File: config.mk
export PLATFORM = sky130hd
export DESIGN_NAME = ledpu_seq
export DESIGN_NICKNAME = d
export VERILOG_FILES = /design/src/include/ledpu_pkg.sv /design/src/design/ledpu_seq.sv /design/src/design/ledpu_sync.sv
export VERILOG_INCLUDE_DIRS = /design/src /design/src/include
export SDC_FILE = /design/constraint.sdc
export NUM_CORES = 1
export LEC_CHECK = 0
export BUFFER_PORTS_ARGS = -buffer_cell sky130_fd_sc_hd__buf_2
export CAP_MARGIN = 10
export CORE_MARGIN = 4
export CORE_UTILIZATION = 52
export DETAILED_ROUTE_END_ITERATION = 6
export PLACE_DENSITY = 0.81
export SLEW_MARGIN = 40
export SYNTH_ARGS = -nofsm -noshare
export SYNTH_HDL_FRONTEND = slang
export SYNTH_HIERARCHICAL = 1
export SYNTH_SLANG_ARGS = --single-unit
File: constraint.sdc
create_clock -name ref_clk -period 2 [get_ports ref_clk]
set_clock_uncertainty 0.05 [all_clocks]
set_input_delay 0.2 -clock ref_clk [delete_from_list [all_inputs] [get_ports ref_clk]]
set_output_delay 0.2 -clock ref_clk [all_outputs]
set_load 0.02 [all_outputs]
File: src/include/ledpu_cfg.svh
// timing counts and channel figures for the power-up sequencer
`ifndef LEDPU_CFG_SVH
`define LEDPU_CFG_SVH
`define LEDPU_CLK_MHZ 100
`define LEDPU_CHANNELS 8
`define LEDPU_MIN_EN_HIGH_NS 2000
`define LEDPU_MIN_EN_HIGH_CYC ((`LEDPU_MIN_EN_HIGH_NS * `LEDPU_CLK_MHZ + 999) / 1000)
`define LEDPU_DETECT_SW_CYC 3500
`define LEDPU_DETECT_MIN_SW_CYC 3000
`define LEDPU_DETECT_MAX_SW_CYC 4000
`define LEDPU_ENABLE_LOW_SW_CYC 32750
`endif

File: src/include/ledpu_pkg.sv
// types for the power-up sequencer
package ledpu_pkg;
  typedef enum logic [2:0] {
    LEDPU_OFF,
    LEDPU_QUAL,
    LEDPU_GATE,
    LEDPU_ARM,
    LEDPU_DETECT,
    LEDPU_SHORT,
    LEDPU_RUN
  } ledpu_state_t;
endpackage

File: src/design/ledpu_seq.sv
// power-up sequencer: qualification, gate wait, led detect, classification
// How it works
// start needs enable high for the minimum first on-time and lockout cleared
// frequency-set pin held low blocks start of power-up unless a sync clock is seen
// a system check phase runs before any led sink is enabled
// after qualify, drive the disconnect gate, then check led pins
// detect begins only once the gate-level flag is seen
// after any pin passes 120 mV, time a fixed switching-cycle window
// below 70 mV short halts; near 150 mV unused; above 325 mV in use
// while any pin stays shorted, hold and rerun detect once released
// power-up only when the pin rises released or sync clock is seen
// enable low for 32750 switching cycles shuts down to low power
// all comparator flags pass a two-flop synchroniser first
`timescale 1ns/1ps
`include "ledpu_cfg.svh"
module ledpu_seq
  import ledpu_pkg::*;
#(
  parameter int CHANNELS = `LEDPU_CHANNELS,
  parameter int DETECT_CYCLES = `LEDPU_DETECT_SW_CYC,
  parameter int ENABLE_LOW_CYCLES = `LEDPU_ENABLE_LOW_SW_CYC,
  parameter int MIN_HIGH_CYCLES = `LEDPU_MIN_EN_HIGH_CYC
) (
  // clock and reset
  input wire logic ref_clk,
  input wire logic resetn,
  // switching-clock enable from the oscillator divider
  input wire logic sw_tick,
  // host enable and comparator flags
  input wire logic enable_pin,
  input wire logic supply_lockout,
  input wire logic freq_set_sync_pin,
  input wire logic sync_clock_seen,
  input wire logic gate_level_ok,
  input wire logic [CHANNELS-1:0] led_above_120mv,
  input wire logic [CHANNELS-1:0] led_below_70mv,
  input wire logic [CHANNELS-1:0] led_above_325mv,
  // outputs
  output logic disconnect_gate_drive,
  output logic detect_active,
  output logic [CHANNELS-1:0] channel_enable,
  output logic [CHANNELS-1:0] channel_unused,
  output logic short_fault,
  output logic powered_up,
  output logic low_power
);
  // refuse settings the 16-bit counters and flag packing cannot serve
  if (CHANNELS < 1 || CHANNELS > 32) begin : g_bad_channels
    $error("CHANNELS out of range");
  end
  if (DETECT_CYCLES < `LEDPU_DETECT_MIN_SW_CYC ||
      DETECT_CYCLES > `LEDPU_DETECT_MAX_SW_CYC) begin : g_bad_detect
    $error("DETECT_CYCLES out of range");
  end
  if (ENABLE_LOW_CYCLES < 2 || ENABLE_LOW_CYCLES > 65536) begin : g_bad_low
    $error("ENABLE_LOW_CYCLES out of range");
  end
  if (MIN_HIGH_CYCLES < 1 || MIN_HIGH_CYCLES > 65536) begin : g_bad_high
    $error("MIN_HIGH_CYCLES out of range");
  end

  localparam int NF = 4 + 3 * CHANNELS;
  logic [NF-1:0] raw_flags;
  logic [NF-1:0] flags;
  assign raw_flags = {led_above_325mv, led_below_70mv, led_above_120mv,
                      gate_level_ok, sync_clock_seen, freq_set_sync_pin, supply_lockout};

  ledpu_sync #(.WIDTH(NF)) ledpu_sync_i (
    .ref_clk(ref_clk),
    .resetn(resetn),
    .async_in(raw_flags),
    .sync_out(flags)
  );

  logic lockout_s, fset_s, syncclk_s, gate_s;
  logic [CHANNELS-1:0] p120_s, p70_s, p325_s;
  logic en_meta, en_s;
  assign lockout_s = flags[0];
  assign fset_s = flags[1];
  assign syncclk_s = flags[2];
  assign gate_s = flags[3];
  assign p120_s = flags[4 +: CHANNELS];
  assign p70_s = flags[4+CHANNELS +: CHANNELS];
  assign p325_s = flags[4+2*CHANNELS +: CHANNELS];

  function automatic logic any_set(input logic [CHANNELS-1:0] v);
    return |v;
  endfunction

  ledpu_state_t state, next_state;
  logic [15:0] cnt, next_cnt;
  logic [15:0] low_cnt, next_low_cnt;
  logic next_gate, next_det, next_short, next_up, next_lp;
  logic [CHANNELS-1:0] next_en, next_unused;
  logic next_en_meta;
  logic pin_ready;

  // released pin or detected sync clock lets power-up proceed
  assign pin_ready = fset_s || syncclk_s;

  always_comb begin
    next_en_meta = enable_pin;
    next_state = state;
    next_cnt = cnt;
    next_low_cnt = low_cnt;
    next_gate = disconnect_gate_drive;
    next_det = 1'b0;
    next_short = short_fault;
    next_up = powered_up;
    next_lp = low_power;
    next_en = channel_enable;
    next_unused = channel_unused;
    // long enable-low shuts the device down
    if (en_s) begin
      next_low_cnt = 16'h0000;
    end else if (sw_tick && state != LEDPU_OFF) begin
      next_low_cnt = low_cnt + 16'h0001;
    end
    case (state)
      LEDPU_OFF: begin
        next_gate = 1'b0;
        next_en = '0;
        next_up = 1'b0;
        next_short = 1'b0;
        next_cnt = 16'h0000;
        if (en_s && !lockout_s && pin_ready) begin
          next_state = LEDPU_QUAL;
        end
      end
      LEDPU_QUAL: begin
        if (!en_s || lockout_s || !pin_ready) begin
          next_state = LEDPU_OFF;
        end else if (cnt >= 16'(MIN_HIGH_CYCLES - 1)) begin
          next_state = LEDPU_GATE;
          next_gate = 1'b1;
          next_lp = 1'b0;
          next_cnt = 16'h0000;
        end else begin
          next_cnt = cnt + 16'h0001;
        end
      end
      LEDPU_GATE: begin
        if (gate_s) begin
          next_state = LEDPU_ARM;
        end
      end
      LEDPU_ARM: begin
        next_det = 1'b1;
        // a grounded pin never rises, so waiting for all pins would hide a short
        if (any_set(p120_s)) begin
          next_state = LEDPU_DETECT;
          next_cnt = 16'h0000;
        end
      end
      LEDPU_DETECT: begin
        next_det = 1'b1;
        if (sw_tick) begin
          if (cnt >= 16'(DETECT_CYCLES - 1)) begin
            next_cnt = 16'h0000;
            if (any_set(p70_s)) begin
              next_state = LEDPU_SHORT;
              next_short = 1'b1;
            end else begin
              next_state = LEDPU_RUN;
              next_en = p325_s;
              next_unused = ~p325_s;
              next_up = 1'b1;
            end
          end else begin
            next_cnt = cnt + 16'h0001;
          end
        end
      end
      LEDPU_SHORT: begin
        next_det = 1'b1;
        if (!any_set(p70_s)) begin
          next_short = 1'b0;
          next_state = LEDPU_ARM;
        end
      end
      LEDPU_RUN: begin
        next_up = 1'b1;
      end
      default: begin
        next_state = LEDPU_OFF;
      end
    endcase
    if (state != LEDPU_OFF && sw_tick && !en_s &&
        low_cnt >= 16'(ENABLE_LOW_CYCLES - 1)) begin
      next_state = LEDPU_OFF;
      next_lp = 1'b1;
      next_gate = 1'b0;
      next_en = '0;
      next_up = 1'b0;
      next_det = 1'b0;
      next_low_cnt = 16'h0000;
    end
  end

  always_ff @(posedge ref_clk or negedge resetn) begin
    if (!resetn) begin
      en_meta <= 1'b0;
      en_s <= 1'b0;
      state <= LEDPU_OFF;
      cnt <= 16'h0000;
      low_cnt <= 16'h0000;
      disconnect_gate_drive <= 1'b0;
      detect_active <= 1'b0;
      short_fault <= 1'b0;
      powered_up <= 1'b0;
      low_power <= 1'b1;
      channel_enable <= '0;
      channel_unused <= '0;
    end else begin
      en_meta <= next_en_meta;
      en_s <= en_meta;
      state <= next_state;
      cnt <= next_cnt;
      low_cnt <= next_low_cnt;
      disconnect_gate_drive <= next_gate;
      detect_active <= next_det;
      short_fault <= next_short;
      powered_up <= next_up;
      low_power <= next_lp;
      channel_enable <= next_en;
      channel_unused <= next_unused;
    end
  end

  chk_gate_before_detect: assert property (@(posedge ref_clk) disable iff (!resetn)
    $rose(detect_active) |-> disconnect_gate_drive)
    else $error("detect started without gate drive");
  chk_short_no_enable: assert property (@(posedge ref_clk) disable iff (!resetn)
    short_fault |-> channel_enable == '0)
    else $error("channel enabled while shorted");
  chk_pin_low_block: assert property (@(posedge ref_clk) disable iff (!resetn)
    (state == LEDPU_OFF && !pin_ready) |=> state == LEDPU_OFF)
    else $error("power-up began with pin held low");
  chk_lockout_block: assert property (@(posedge ref_clk) disable iff (!resetn)
    (state == LEDPU_OFF && lockout_s) |=> state == LEDPU_OFF)
    else $error("power-up began under lockout");
  chk_enable_classify: assert property (@(posedge ref_clk) disable iff (!resetn)
    $rose(powered_up) |-> channel_enable == ~channel_unused)
    else $error("channel classification inconsistent");
  chk_up_no_short: assert property (@(posedge ref_clk) disable iff (!resetn)
    $rose(powered_up) |-> $past(p70_s) == '0)
    else $error("powered up with a shorted pin");
  chk_gate_follows: assert property (@(posedge ref_clk) disable iff (!resetn)
    (state == LEDPU_GATE) |-> disconnect_gate_drive && !detect_active)
    else $error("gate drive not raised before pin check");
  chk_lowpower_off: assert property (@(posedge ref_clk) disable iff (!resetn)
    $rose(low_power) |-> !disconnect_gate_drive && !powered_up)
    else $error("low power entered with outputs active");
  chk_detect_count: assert property (@(posedge ref_clk) disable iff (!resetn)
    (state == LEDPU_DETECT) |-> cnt < 16'(DETECT_CYCLES))
    else $error("detect window overran");
  chk_enable_only_up: assert property (@(posedge ref_clk) disable iff (!resetn)
    (channel_enable != '0) |-> powered_up)
    else $error("sink enabled before check done");
endmodule

File: src/design/ledpu_sync.sv
// two-flop synchroniser for a bundle of comparator flags
`timescale 1ns/1ps
module ledpu_sync #(
  parameter int WIDTH = 1
) (
  // clock and reset
  input wire logic ref_clk,
  input wire logic resetn,
  // flags
  input wire logic [WIDTH-1:0] async_in,
  output logic [WIDTH-1:0] sync_out
);
  if (WIDTH < 1) begin : g_bad_width
    $error("WIDTH out of range");
  end

  logic [WIDTH-1:0] meta;
  logic [WIDTH-1:0] next_meta;
  logic [WIDTH-1:0] next_sync;

  always_comb begin
    next_meta = async_in;
    next_sync = meta;
  end

  always_ff @(posedge ref_clk or negedge resetn) begin
    if (!resetn) begin
      meta <= '0;
      sync_out <= '0;
    end else begin
      meta <= next_meta;
      sync_out <= next_sync;
    end
  end
endmodule

==> Word level (Yosys, flattened, before mapping) <==
Index checks and enable logic that the tools add are counted.
{ "op_classes": {"add_sub_neg": 2, "mul": 0, "div": 0, "magnitude_cmp": 3, "eq_ne": 24, "shifts": 0, "muxes": 45, "bitwise_logic": 2, "n_reduce_logical": 32} }
{ "ops": {"columns": ["operator", "n"], "rows": [
  ["16-bit 2-to-1 mux", 8],
  ["16-bit case mux with 4 select lines", 1],
  ["16-bit by 1-bit adder with 16-bit output, second input constant", 2],
  ["8-bit 2-to-1 mux", 4],
  ["3-bit 2-to-1 mux", 9],
  ["3-bit inequality test, second input constant", 8],
  ["3-bit case mux with 7 select lines", 1],
  ["1-bit 2-to-1 mux", 17],
  ["16-bit by 12-bit greater-or-equal comparator with 1-bit output, second input constant", 1],
  ["16-bit by 15-bit greater-or-equal comparator with 1-bit output, second input constant", 1],
  ["16-bit by 8-bit greater-or-equal comparator with 1-bit output, second input constant", 1],
  ["8-bit case mux with 2 select lines", 1],
  ["4-bit AND reduction", 4],
  ["8-bit OR reduction", 2],
  ["3-bit nonzero test", 5],
  ["2-bit inequality test, second input constant", 7],
  ["3-bit == test, second input constant", 3],
  ["8-bit inverter", 1],
  ["8-bit AND reduction", 1],
  ["4-bit nonzero test", 2],
  ["3-bit by 2-bit == test with 1-bit output, second input constant", 2],
  ["1-bit case mux with 3 select lines", 2],
  ["3-bit AND reduction", 2],
  ["1-bit logical AND", 5],
  ["13 further kinds", 18]
]} }
{ "word_totals": {"ff_bits": 114, "latchBits": 0, "ramBits": 0, "rom_bits": 0, "input_bits": 32, "out_inout_bits": 21, "elab_cells": 122, "n_memories": 0} }

==> Logic depth before layout (Yosys ltp) <==
{ "logic_depth": {"word_depth": 6, "depth_mapped": 8, "ltp_nobuf": 7} }

==> Hierarchy <==
The synthesis kept the hierarchy.
{ "by_module_without_submodules": {"columns": ["module", "n_inst", "cells_each", "area_each_um2", "seq_area_each_um2"], "rows": [
  ["ledpu_seq", 1, 343, 3161.8, 1452.6],
  ["ledpu_sync", 1, 56, 1401.3, 1401.3]
]} }

==> Worst setup path after synthesis <==
Ideal clock, no wire load.
{ "synth_timing": {"path_type": "flip-flop to flip-flop", "start": "register cnt[0]", "end": "register cnt[11]", "setup_time_ns": 0.065, "arrival_ns": 1.996, "required_time_ns": 1.885, "slack_ns": -0.111, "stages_incl_launch_ff": 8, "n_path_buf": 1, "period_less_slack_ns": 2.111, "cell_sequence": "dfrtp_1 -> ha_1 -> a2111oi_2 -> o211ai_1 -> or3_1 -> buf_2 -> nor3b_2 -> o21ba_1"} }
{ "synth_between": {"elab_chain_cells": 4, "elab_cells_between_ends": 8, "cone_classes": "add/sub: 1; order compare: 2; mux: 5"} }
{ "synth_rtl": {"columns": ["item", "line", "rtl"], "rows": [
  ["start: declaration", "ledpu_seq.sv:91", "logic [15:0] cnt, next_cnt;"],
  ["start signal: assignment", "ledpu_seq.sv:218", "cnt <= next_cnt;"],
  ["16-bit by 1-bit adder with 16-bit output (tied with other cells)", "ledpu_seq.sv:139, ledpu_seq.sv:170", null],
  ["16-bit 2-to-1 mux, on equally long branches", "ledpu_seq.sv:158, ledpu_seq.sv:133", null],
  ["16-bit 2-to-1 mux, on equally long branches", "ledpu_seq.sv:157, ledpu_seq.sv:131", null],
  ["16-bit case mux with 4 select lines *", "ledpu_seq.sv:119", "case (state)"]
]} }
Every way passes the cells marked *; elsewhere a longest branch is shown, timed or not. The select of a mux whose other input is x is not followed.
A chain may end at the register's enable or synchronous reset.

==> Worst setup path after layout <==
{ "layout_timing": {"start": "register low_cnt[1]", "end": "register low_cnt[9]"} }
{ "layout_between": {"elab_chain_cells": 4, "elab_cells_between_ends": 7, "cone_classes": "add/sub: 1; order compare: 1; mux: 3; reduce/logical: 2"} }
{ "layout_rtl": {"columns": ["item", "line", "rtl"], "rows": [
  ["start: declaration", "ledpu_seq.sv:92", "logic [15:0] low_cnt, next_low_cnt;"],
  ["start signal: assignment", "ledpu_seq.sv:219", "low_cnt <= next_low_cnt;"],
  ["16-bit by 1-bit adder with 16-bit output", "ledpu_seq.sv:117", "next_low_cnt = low_cnt + 16'h0001;"],
  ["16-bit 2-to-1 mux", "ledpu_seq.sv:116", "end else if (sw_tick && state != LEDPU_OFF) begin"],
  ["16-bit 2-to-1 mux", "ledpu_seq.sv:114", "if (en_s) begin"],
  ["16-bit 2-to-1 mux", "ledpu_seq.sv:188", "if (state != LEDPU_OFF && sw_tick && !en_s &&"]
]} }
Parallel ways exist; a longest one is shown, timed or not. The select of a mux whose other input is x is not followed.

==> reports/results.tsv <==
stage	metric	value	unit
status	status	finished with violations	
status	violations	negative setup slack	
sta	report.final.setup_viol	24	
synth	synth_seq_cells	114	
worst_setup_path	cp_max_fo	7	
synth	ys_seq_area_frac	0.625	
sta	finalCritPeriodShare	1.07	
place	dp_hpwl	6.37	mm
detailed_routing	wl_per_cell	20.1	µm
detailed_routing	ant_nets	0	
detailed_routing	drc	0	
clocking	cts_max_level	4	
sta	drv_slew	0	
synth	synth_fp_nets	436	
synth	synth_top_area_share	0.620	
worst_setup_path	path_cells	inv_2 > ha_4 > nor2b_4 > o21bai_4 > a2111oi_4 > buf_4 > clkbuf_16 > a21oi_1 > mux2i_1	
finish	final_area	6420	µm²
finish	fillCellCount	433	
detailed_routing	viasPerCell	6.14	
synth	yosys_most_used_dff	dfrtp_1	
synth	async_flop_share	1.00	
floorplan	die_area	10300	µm²
synth	synth_area_per_cell	11.4	µm²
worst_setup_path	crit_slowest_cell	a2111oi_4	
clocking	clockBufferDepth	2	
clocking	cts_tree	done	
power	p_int	4.85	mW
power	peakVddDrop	0.000929	V
finish	final_cell_mix	dfrtp_1, buf_2, buf_4, dlygate4sd3_1, nand3_1	
synth	syn-cell-area	4560	µm²
worst_setup_path	crit_required	2.39	ns
worst_setup_path	cp_data_arrival_time	2.53	ns
global_routing	grt_max_degree	115	
sta	rsz0062_at_grt	true	
power	swShare	0.329	
worst_setup_path	max_stage_delay	0.50	ns
sta	hold_viol	0	
hold_path	min_path_type	input pin to asynchronous set/reset pin	
power	switchingPower	2.37	mW
sta	whs	0.262	ns
synth	synth_edf_count	0	
clocking	clkSlewWorstSetupHoldPaths	0.06	ns
place	io_buffers	52	
detailed_routing	drtIter0Drc	421	
place	placed_area	5140	µm²
finish	final_common_cell	dfrtp_1	
synth	synth_cell_type_count	58	
finish	diodes	0	
sta	period_minus_slack	2.14	ns
global_routing	grt_pass1_vias	3753	
detailed_routing	firstDrtPassIters	5	
detailed_routing	num_vias	3942	
floorplan	fp.coreArea	8380	µm²
power	p_seq_frac	0.360	
floorplan	ioPinCount	53	
synth	synth_area_leaders	dfrtp_1, a21oi_1, nand3_1	
global_routing	grt_pass1_wl	18.1	mm
run	drv_cap	0	
synth	syn_inst	399	
sta	setup_ws	-0.142	ns
sta	fmax	467	MHz
power	leakagePower	2.84	nW
finish	nets	561	
floorplan	die_x	102	µm
floorplan	fp.dieH	102	µm
worst_setup_path	end_kind	register	
global_routing	grt_overflow_total	0	
clocking	root_buffer	clkbuf_8	
worst_setup_path	crit_path_start_kind	register	
worst_setup_path	crit_type	register to register	
power	comb_power_share	0.256	
power	power_density	1120	nW/µm²
power	clkPwrFrac	0.384	
finish	final_core_util	0.766	
global_routing	gr-usage-all-layers	0.227	
sta	tightest_slew	0.644	ns
worst_setup_path	reg2regPathDepth	9	
finish	drive_gt1_frac	0.374	
synth	ys_warn_count	6	
clocking	numCtsBuffers	17	
detailed_routing	routed_wl	12.9	mm
synth	synth_area_leader_cell	dfrtp_1	
floorplan	initial_core_util	0.544	
finish	syn_to_final_growth	40.7	%
place	gp_congestion	0.868	
clocking	clkSinkCount	114	
sta	slew_headroom	0.569	
floorplan	num_rows	33	
clocking	clock_latency	0.51	ns
global_routing	antenna_found_initial	0	
power by group through the flow:
stage          registers, mW  logic [mW]  clock network [mW]
6_report                2.60        1.85                2.77
5_1_grt                 2.61        1.98                2.93
4_1_cts                 2.57        1.52                2.78
3_5_place_dp            2.61        1.37                   0
3_3_place_gp            2.59        1.31                   0
2_1_floorplan           2.61       0.862                   0
area by class of cell:
class / count / area, µm² / share of cell area
sequential: 114 / 2860 / 0.445
multi-input combinational: 259 / 1900 / 0.296
timing repair buffer: 124 / 952 / 0.148
clock buffer: 18 / 428 / 0.0667
tap: 105 / 131 / 0.0205
clock inverter: 14 / 120 / 0.0187
inverter: 8 / 30.0 / 0.00468
through the flow:
| step | instances | TNS, ns | power [mW] | setup WS [ns] |
|---|---|---|---|---|
| finish | 642 | -1.52 | 7.22 | -0.142 |
| global route | 642 | -4.44 | 7.52 | -0.195 |
| CTS | 632 | -0.0484 | 6.87 | -0.0255 |
| detailed placement | 570 | -0.644 | 3.98 | -0.115 |
| global placement | 570 | -0.0524 | 3.91 | -0.0280 |
| floorplan | 399 | -0.0956 | 3.47 | -0.0697 |
what timing repair did:
action,CTS,global route
setup buffers,0,7
pin swaps,6,23
gates resized for setup,8,82
endpoints found under the setup margin,14,42
hold buffers,30,0
cloned,0,4
hold endpoints to repair,142,0
per-layer routing:
| layer | vias up | GRT usage | wire length [µm] | part of all wire |
|---|---|---|---|---|
| met1 | 1958 | 0.273 | 4690 | 0.36 |
| li1 | 1712 | - | - | - |
| met3 | 51 | 0.0496 | 831 | 0.064 |
| met2 | 221 | 0.401 | 6950 | 0.54 |
| met5 | - | 0 | 0 | 0 |
| met4 | 0 | 0.0798 | 454 | 0.035 |
worst max-delay path: cells and delay by family, from the launching register on:
kind	cells	cell delay, ns
compound gates	3	0.66
fa+ha+maj	1	0.14
buf+inv	3	0.48
flops	1	0.40
mux	1	0.16
simple gates	1	0.17
sequential cells by signal, summed over array words and instances, names as in the netlist, 3 cells and up:
name	flops
cnt	16
state	3
ledpu_sync_i/sync_out	28
channel_unused	8
ledpu_sync_i/meta	28
channel_enable	8
low_cnt	16
worst paths after layout:
check / from / end / slack, ns
setup / recovery: low_cnt[1] / low_cnt[9] / -0.14
hold reg to reg: ledpu_sync_i/meta[2] / ledpu_sync_i/sync_out[2] / 0.30
min in group ref_clk: sw_tick / state[0] / 0.27
max in group asynchronous: resetn / state[0] / 1.20
setup reg to reg: low_cnt[1] / low_cnt[9] / -0.14
hold / removal: resetn / ledpu_sync_i/meta[8] / 0.26
cell families (layout without fill, tap and decap cells):
family	count (synthesis)	count (layout)	synth area share
adders and majority gates	5	5	0.0137
DFF	114	114	0.625
buffers and inverters	26	164	0.0247
and+or+nand+nor	137	137	0.163
muxes	5	5	0.0115
AOI/OAI and AO/OA	112	112	0.162
cell usage after synthesis, drive strengths merged (4+ instances only):
cell type,count
dfrtp,113
a21oi,33
o21ai,31
nand3,30
nand2,27
nor2,16
buf,11
a31oi,10
nand2b,9
inv,8
and2,7
clkbuf,7
or4,7
nor2b,6
nor3,6
o31ai,6
and3,5
ha,5
nor4,5
nand3b,4
nand4,4
o211ai,4
or2,4
No activity file was read; power rests on OpenSTA's default activity.
